### src/sstseq_pkg.sv
// Package of constants and carrier types for the sweep trigger sequencer
package sstseq_pkg;

  // ==========================================================
  // Register map (byte addresses)
  localparam logic [11:0] ADDR_CTRL   = 12'h0000;
  localparam logic [11:0] ADDR_LENGTH = 12'h0004;
  localparam logic [11:0] ADDR_DELAY  = 12'h0008;
  localparam logic [11:0] ADDR_STATUS = 12'h000C;

  // ==========================================================
  // Control register fields
  localparam int CTRL_MODE_LSB  = 0;   // Two bits of trigger mode
  localparam int CTRL_SLOW_BIT  = 2;   // Slow sweep select
  localparam int CTRL_SLAVE_BIT = 3;   // 0 selects X slave, 1 selects Y slave

  // ==========================================================
  // Reset values
  localparam logic [31:0] CTRL_RESET   = 32'h0000_0000;
  localparam logic [31:0] LENGTH_RESET = 32'h0000_03E8;
  localparam logic [31:0] DELAY_RESET  = 32'h0000_01F4;

  // ==========================================================
  // Timing: the squarer level sampled each ref_clk cycle
  localparam int SHAPE_LEVEL_BITS = 8;
  localparam int LENGTH_BITS      = 24;

  // Trigger modes
  typedef enum logic [1:0] {
    SSTSEQ_MODE_RATE     = 2'b00,
    SSTSEQ_MODE_INTERNAL = 2'b01,
    SSTSEQ_MODE_EXTERNAL = 2'b10
  } sstseq_mode_t;

  // Main element states, Gray along the path off then on
  typedef enum logic [0:0] {
    SSTSEQ_OFF = 1'b0,
    SSTSEQ_ON  = 1'b1
  } sstseq_state_t;

  // Trigger inputs that travel together
  typedef struct packed {
    logic master;
    logic slave_x;
    logic slave_y;
  } sstseq_trig_t;

endpackage

### src/sstseq_top.sv
// Sweep trigger sequencer: input gate, main element, ramp, trace shift, delay
//
// Design decisions made here: the register offsets and the APB register port.
`timescale 1ns/10ps
`default_nettype none

module sstseq_top #(
  parameter int LENGTH_BITS = sstseq_pkg::LENGTH_BITS,
  parameter int LEVEL_BITS  = sstseq_pkg::SHAPE_LEVEL_BITS
) (
  // Clock and reset
  input  wire logic                       ref_clk,
  input  wire logic                       sys_rst,
  // APB slave
  input  wire logic                       psel,
  input  wire logic                       penable,
  input  wire logic                       pwrite,
  input  wire logic [11:0]                paddr,
  input  wire logic [31:0]                pwdata,
  output logic      [31:0]                prdata,
  output logic                            pready,
  output logic                            pslverr,
  // Receiver triggers (pins)
  input  wire sstseq_pkg::sstseq_trig_t   trig_in,
  // Internal or external signal level for the squarer
  input  wire logic [LEVEL_BITS-1:0]      shape_level,
  input  wire logic [LEVEL_BITS-1:0]      shape_threshold,
  // Sweep outputs
  output logic                            sweep_gate,
  output logic                            trace_blank_n,
  output logic                            lower_trace,
  output logic      [LENGTH_BITS-1:0]     ramp
);

  // ==========================================================
  // Registers and state
  logic [31:0]                ctrl;
  logic [LENGTH_BITS-1:0]     sweep_length;
  logic [LENGTH_BITS-1:0]     delay_length;
  logic [LENGTH_BITS-1:0]     delay_cnt;
  logic                       delay_run;
  sstseq_pkg::sstseq_state_t  main_state;
  logic                       shift_q;
  sstseq_pkg::sstseq_trig_t   trig_s1;
  sstseq_pkg::sstseq_trig_t   trig_s2;
  sstseq_pkg::sstseq_trig_t   trig_d;
  logic [LEVEL_BITS-1:0]      lvl_s1;
  logic [LEVEL_BITS-1:0]      lvl_s2;
  logic                       above_d;
  logic                       main_on;
  sstseq_pkg::sstseq_mode_t   mode;
  logic                       slow;
  logic                       trig_mode;
  logic                       master_edge;
  logic                       slave_edge;
  logic                       gate_pulse;
  logic                       shape_pulse;
  logic                       delay_pulse;
  logic                       start;
  logic                       level_hit;
  logic                       wr_en;

  assign mode      = sstseq_pkg::sstseq_mode_t'(ctrl[sstseq_pkg::CTRL_MODE_LSB +: 2]);
  assign slow      = ctrl[sstseq_pkg::CTRL_SLOW_BIT];
  assign trig_mode = (mode != sstseq_pkg::SSTSEQ_MODE_RATE);
  assign main_on   = (main_state == sstseq_pkg::SSTSEQ_ON);

  // ==========================================================
  // Pin synchronisers
  always_ff @(posedge ref_clk or posedge sys_rst) begin
    if (sys_rst) begin
      trig_s1 <= '0;
      trig_s2 <= '0;
      trig_d  <= '0;
      lvl_s1  <= '0;
      lvl_s2  <= '0;
    end else begin
      trig_s1 <= trig_in;
      trig_s2 <= trig_s1;
      trig_d  <= trig_s2;
      lvl_s1  <= shape_level;
      lvl_s2  <= lvl_s1;
    end
  end

  // ==========================================================
  // Rising edge of a level against its value one cycle earlier
  function automatic logic rise(input logic now_v, input logic was_v);
    return now_v & ~was_v;
  endfunction

  // Summation gate: master plus selected slave, rising edges only
  assign master_edge = rise(trig_s2.master, trig_d.master);
  assign slave_edge  = ctrl[sstseq_pkg::CTRL_SLAVE_BIT] ?
                       rise(trig_s2.slave_y, trig_d.slave_y) :
                       rise(trig_s2.slave_x, trig_d.slave_x);
  // Blocked in trigger modes, slave blocked in slow; inputs are only read
  assign gate_pulse  = ~trig_mode & (master_edge | (slave_edge & ~slow));

  // Squarer: crossing the threshold in trigger modes makes one pulse
  always_ff @(posedge ref_clk or posedge sys_rst) begin
    if (sys_rst) begin
      above_d <= 1'b0;
    end else begin
      above_d <= (lvl_s2 > shape_threshold);
    end
  end
  assign shape_pulse = trig_mode & rise(lvl_s2 > shape_threshold, above_d);

  // ==========================================================
  // Main element: three start sources, one stop source
  assign start     = gate_pulse | delay_pulse | shape_pulse;
  assign level_hit = main_on & (ramp >= sweep_length);

  always_ff @(posedge ref_clk or posedge sys_rst) begin
    if (sys_rst) begin
      main_state <= sstseq_pkg::SSTSEQ_OFF;
    end else begin
      case (main_state)
        sstseq_pkg::SSTSEQ_OFF: begin
          if (start) begin
            main_state <= sstseq_pkg::SSTSEQ_ON;
          end
        end
        default: begin
          // Starts ignored; only the level detector ends the sweep
          if (level_hit) begin
            main_state <= sstseq_pkg::SSTSEQ_OFF;
          end
        end
      endcase
    end
  end

  // Ramp runs while on, held discharged while off
  always_ff @(posedge ref_clk or posedge sys_rst) begin
    if (sys_rst) begin
      ramp <= '0;
    end else if (main_on && !level_hit) begin
      ramp <= ramp + 1'b1;
    end else begin
      // Discharged at the stop edge too, so no stale top shows while off
      ramp <= '0;
    end
  end

  assign sweep_gate    = main_on;
  assign trace_blank_n = main_on;

  // ==========================================================
  // Trace shift toggles on each start; master start selects top trace
  always_ff @(posedge ref_clk or posedge sys_rst) begin
    if (sys_rst) begin
      shift_q <= 1'b0;
    end else if (!main_on && start) begin
      if (master_edge && !trig_mode) begin
        shift_q <= 1'b0;
      end else begin
        shift_q <= ~shift_q;
      end
    end
  end
  assign lower_trace = shift_q;

  // ==========================================================
  // Slow mode delay one-shot, fired by the top trace start
  always_ff @(posedge ref_clk or posedge sys_rst) begin
    if (sys_rst) begin
      delay_run <= 1'b0;
      delay_cnt <= '0;
    end else if (!main_on && start && slow && !trig_mode
                 && master_edge) begin
      delay_run <= 1'b1;
      delay_cnt <= delay_length;
    end else if (delay_run && !main_on) begin
      // Delay counts after the top trace ends
      if (delay_cnt == '0) begin
        delay_run <= 1'b0;
      end else begin
        delay_cnt <= delay_cnt - 1'b1;
      end
    end
  end
  assign delay_pulse = delay_run & ~main_on & (delay_cnt == '0) & slow;

  // ==========================================================
  // APB slave, zero wait states
  assign pready  = 1'b1;
  assign pslverr = 1'b0;
  assign wr_en   = psel & penable & pwrite;

  always_ff @(posedge ref_clk or posedge sys_rst) begin
    if (sys_rst) begin
      ctrl         <= sstseq_pkg::CTRL_RESET;
      sweep_length <= sstseq_pkg::LENGTH_RESET[LENGTH_BITS-1:0];
      delay_length <= sstseq_pkg::DELAY_RESET[LENGTH_BITS-1:0];
    end else if (wr_en) begin
      if (paddr == sstseq_pkg::ADDR_CTRL) begin
        ctrl <= {28'h000_0000, pwdata[3:0]};
      end else if (paddr == sstseq_pkg::ADDR_LENGTH) begin
        sweep_length <= pwdata[LENGTH_BITS-1:0];
      end else if (paddr == sstseq_pkg::ADDR_DELAY) begin
        delay_length <= pwdata[LENGTH_BITS-1:0];
      end
    end
  end

  // Read data registered on setup so it is valid in the access phase
  always_ff @(posedge ref_clk or posedge sys_rst) begin
    if (sys_rst) begin
      prdata <= 32'h0000_0000;
    end else if (psel && !penable && !pwrite) begin
      if (paddr == sstseq_pkg::ADDR_CTRL) begin
        prdata <= ctrl;
      end else if (paddr == sstseq_pkg::ADDR_LENGTH) begin
        prdata <= {{(32-LENGTH_BITS){1'b0}}, sweep_length};
      end else if (paddr == sstseq_pkg::ADDR_DELAY) begin
        prdata <= {{(32-LENGTH_BITS){1'b0}}, delay_length};
      end else if (paddr == sstseq_pkg::ADDR_STATUS) begin
        prdata <= {29'h0000_0000, delay_run, shift_q, main_on};
      end else begin
        prdata <= 32'h0000_0000;
      end
    end
  end

  // ==========================================================
  // Checks
  // Input gate
  blocked_mode_a: assert property (@(posedge ref_clk) disable iff (sys_rst)
    trig_mode |-> !gate_pulse)
    else $error("trigger passed in trigger mode");
  slave_pass_a: assert property (@(posedge ref_clk) disable iff (sys_rst)
    (!main_on && slave_edge && !trig_mode && !slow) |=> main_on)
    else $error("selected slave did not start sweep");
  slow_slave_a: assert property (@(posedge ref_clk) disable iff (sys_rst)
    (slow && !master_edge && !delay_pulse && !shape_pulse) |-> !start)
    else $error("slave started slow sweep");

  // Main element and ramp
  start_on_a: assert property (@(posedge ref_clk) disable iff (sys_rst)
    (!main_on && start) |=> main_on)
    else $error("start did not switch on");
  main_off_a: assert property (@(posedge ref_clk) disable iff (sys_rst)
    (!main_on && !start) |=> !main_on)
    else $error("sweep began without a start source");
  level_off_a: assert property (@(posedge ref_clk) disable iff (sys_rst)
    level_hit |=> !main_on)
    else $error("level detector did not stop sweep");
  level_rearm_a: assert property (@(posedge ref_clk) disable iff (sys_rst)
    level_hit |=> (!main_on && ramp == '0))
    else $error("sweep not rearmed after stop");
  hold_on_a: assert property (@(posedge ref_clk) disable iff (sys_rst)
    (main_on && !level_hit) |=> main_on)
    else $error("sweep ended early");
  ramp_run_a: assert property (@(posedge ref_clk) disable iff (sys_rst)
    (main_on && !level_hit) |=> (ramp == $past(ramp) + 1'b1))
    else $error("ramp did not advance");
  ramp_rest_a: assert property (@(posedge ref_clk) disable iff (sys_rst)
    !main_on |-> (ramp == '0))
    else $error("ramp not at rest");
  blank_gate_a: assert property (@(posedge ref_clk) disable iff (sys_rst)
    (!main_on && start) |=> (sweep_gate && trace_blank_n))
    else $error("ramp gate or unblank missing");

  // Trace shift and delay one-shot
  shift_toggle_a: assert property (@(posedge ref_clk) disable iff (sys_rst)
    (!main_on && start && !master_edge) |=> (shift_q != $past(shift_q)))
    else $error("trace shift did not toggle");
  master_top_a: assert property (@(posedge ref_clk) disable iff (sys_rst)
    (!main_on && master_edge && !trig_mode) |=> (main_on && !shift_q))
    else $error("master start not on top trace");
  delay_start_a: assert property (@(posedge ref_clk) disable iff (sys_rst)
    (delay_pulse && !master_edge) |=> (main_on && shift_q != $past(shift_q)))
    else $error("one-shot did not start lower trace");
  oneshot_block_a: assert property (@(posedge ref_clk) disable iff (sys_rst)
    !slow |-> !delay_pulse)
    else $error("one-shot fired outside slow");

  // Squarer
  shaper_idle_a: assert property (@(posedge ref_clk) disable iff (sys_rst)
    !trig_mode |-> !shape_pulse)
    else $error("shaper active in rate mode");
  shape_start_a: assert property (@(posedge ref_clk) disable iff (sys_rst)
    (!main_on && shape_pulse) |=> main_on)
    else $error("shaped pulse did not start sweep");

endmodule

`default_nettype wire

### config.mk
export PLATFORM = sky130hd
export DESIGN_NAME = sstseq_top
export DESIGN_NICKNAME = d
export VERILOG_FILES = /design/src/sstseq_pkg.sv /design/src/sstseq_top.sv
export SDC_FILE = /design/constraint.sdc
export NUM_CORES = 1
export LEC_CHECK = 0
export BUFFER_PORTS_ARGS = -buffer_cell sky130_fd_sc_hd__buf_4
export CORE_MARGIN = 2
export CORE_UTILIZATION = 40
export DETAILED_ROUTE_END_ITERATION = 6
export GPL_TIMING_DRIVEN = 0
export PLACE_DENSITY = 0.66
export SKIP_LAST_GASP = 1
export SLEW_MARGIN = 20
export SYNTH_ARGS = -nofsm -noshare
export SYNTH_HDL_FRONTEND = slang
export SYNTH_SLANG_ARGS = --single-unit
### constraint.sdc
create_clock -name ref_clk -period 4.2 [get_ports ref_clk]
set_input_delay 0.42 -clock ref_clk [delete_from_list [all_inputs] [get_ports ref_clk]]
set_output_delay 0.42 -clock ref_clk [all_outputs]
set_load 0.02 [all_outputs]
==> flow_summary.yaml <==
run_status:
  status: "completed"
power:
  switching_share_pct: 24.5
  p_comb_share_pct: 8.0
  p_clk_share_pct: 45.8
  power.density_nw_per_um2: 364
  pwr-share-seq_pct: 46.2
  p_sw_uw: 820
  p_leak_uw: 0.00458
  vdd_drop_max_mv: 0.305
  intPower_uw: 2520
clock_network:
  cts_max_level: 4
  holdBufCountCts: 0
  path_clk_slew_ps: 60
  root_buffer: "clkbuf_16"
  post_cts.repair.setup_buffers: 0
  cts_buffer_depth: 2
  cts.sinks: 153
  clk_latency_ps: 430
  cts_tree: "built"
  cts_resized: 0
  numCtsBuffers: 17
yosys:
  synth.distinct_cells: 56
  synth_top_area_share_pct: 47.9
  synthTopCellsByArea: "dfrtp_1, ha_1, nor2_1, mux2_2, dfstp_2"
  synth_edf_count: 0
  syn-cell-area_um2: 7360
  async_reset_ff_share_pct: 100
  ys_seq_elements: 153
  synth.top_cells.by_count: "dfrtp_1, nor2_1, nand2_1, inv_1, ha_1"
  postSynthAreaPerCell_um2: 10.5
  yosysSeqAreaShare_pct: 52.2
  synth_flop_cell: "dfrtp_1"
  yosys_warnings: 0
  netlist_instances: 699
  synth_most_common_cell: "dfrtp_1"
  synth_top_cell_by_area: "dfrtp_1"
routing:
  routed_via_density: 5.11
  wl_um: 17600
  firstDrtPassIters: 4
  ant_nets: 0
  drt_iter0_markers: 332
  drc_errors: 0
  vias: 5514
  wire_per_inst_um: 16.3
final_layout:
  multiInputGateArea_um2: 3190
  syn_to_final_growth_pct: 24.5
  area.sequential_um2: 3840
  fill_cells: 1668
  drive_above_1_share_pct: 26.7
  fin_util_pct: 50.9
  diodes: 0
  final_nets: 941
sta:
  fin_crit_sh_pct: 56.9
  relSlewSlack_pct: 56.0
  worstMarginPinSlew_ps: 650
  drv_slew: 0
  clock_skew_ps: 6.33
  finalHoldViolCount: 0
  rsz0062_at_grt: "no"
  period_minus_slack_ps: 2390
  finalSetupTns_ps: 0
  max_freq_mhz: 419
  finalSetupViolCount: 0
die:
  start_util_pct: 40.9
  chipHeight_um: 140
  core_area_um2: 18000
  rows: 49
  ios: 129
  die_x_um: 140
  dieArea_um2: 19500
job:
  maxCapViolations: 0
placement:
  portBuffers: 108
  dp_hpwl_um: 13300
  gp_congestion: 0.791
critical_path:
  worstPathArrival_ps: 2680
  slowest_delay_ps: 480
  path_class: "reg -> reg"
  path_delay_family: "simple AND/OR/NAND/NOR gates"
  critPathMaxFanout: 7
  startpoint_type: "flip-flop"
  critPathRequiredTime_ps: 4490
  crit_chain: "inv_1 -> ha_1 -> nor4b_1 -> nand3_1 -> or2_1 -> buf_2 -> nor3b_1 -> xnor2_1 -> a21oi_1"
  critPathBufInv: 2
  critical_path.endpoint_type: "flip-flop"
  crit_slowest_cell: "nor4b_1"
worst_hold_path:
  hp-class: "in -> async"
grt:
  grt_pass1_vias: 5492
  overflow: 0
  grt_antenna_before_repair: 0
  grt_pass1_wl_um: 29000
  grt_usage_pct: 18.9
  grt_max_degree: 35
-- routing by layer --
metal	up-vias	wire length [um]	share of wire (%)	global-route usage (%)
met5	-	0	0	0
met2	110	8530	48	30.7
li1	2702	-	-	-
met3	19	670	3.8	3.23
met1	2683	8170	46	26.1
met4	0	250	1.4	5.84
-- power by group through the flow --
stage	combinational [uW]	sequential [uW]	clock [uW]
3_3_place_gp	258	1570	0
4_1_cts	272	1540	1550
5_1_grt	292	1550	1600
3_5_place_dp	271	1570	0
2_1_floorplan	98.6	1600	0
6_report	266	1540	1530
-- final timing paths --
path / depth (start not counted) / to / start / slack, ps
worst max-delay path: 9 / delay_cnt[8] / delay_cnt[0] / 1810
worst min-delay path: 2 / ramp[2] / sys_rst / 80
worst max register to register: 9 / delay_cnt[8] / delay_cnt[0] / 1810
worst min register to register: 0 / trig_s2[0] / trig_s1[0] / 340
max in group asynchronous: 4 / delay_length[2] / sys_rst / 3270
min in group ref_clk: 1 / lvl_s1[0] / shape_level[0] / 90
-- state kept, by name (all words and copies together) (netlist names) --
name          count
lower_trace       1
prdata           24
trig_d            3
sweep_gate        1
sweep_length     24
lvl_s2            8
delay_length     24
above_d           1
delay_run         1
lvl_s1            8
ramp             24
trig_s1           3
delay_cnt        24
trig_s2           3
ctrl              4
-- cell type report --
type | instances | area share [%]
tap | 229 | 3.13
multi-input combinational | 475 | 34.8
buffer | 39 | 2.33
timing repair buffer | 112 | 9.72
sequential | 153 | 41.9
inverter | 40 | 1.68
clock inverter | 15 | 1.83
clock buffer | 17 | 4.64
-- metrics by stage --
step | instance area (um^2) | hold slack [ps] | instances | worst slack [ps] | power (uW)
after floorplan | 7400 | 331 | 707 | 1860 | 1700
after global placement | 8500 | 332 | 1044 | 881 | 1830
after detailed placement | 8580 | 335 | 1048 | 1730 | 1840
after CTS | 9170 | 78.5 | 1080 | 1800 | 3360
after global routing | 9170 | 77.3 | 1080 | 1590 | 3440
final | 9170 | 80.8 | 1080 | 1810 | 3340
-- cells in the final DEF, fill, tap and decap left out, types with 19 or more instances in the layout --
cell type / n
nor2_1: 105
a21oi_1: 30
dfrtp_1: 141
nand2_1: 50
a221oi_1: 20
buf_4: 120
ha_1: 35
mux2_2: 30
xor2_1: 25
clkbuf_1: 19
inv_1: 39
o21ai_0: 34
-- cell families (layout without fill, tap and decap cells) --
logic type	Yosys count	after routing	share of synthesized area, %
muxes	34	34	5.64
and+or+nand+nor	247	247	17.0
adders and majority gates	35	35	5.95
buffers and inverters	79	223	4.94
DFF	153	153	52.2
xor gates and xnor gates	43	43	5.11
other	2	10	0.102
AOI/OAI and AO/OA	106	106	9.04
Power figures use the tool's default switching activity.
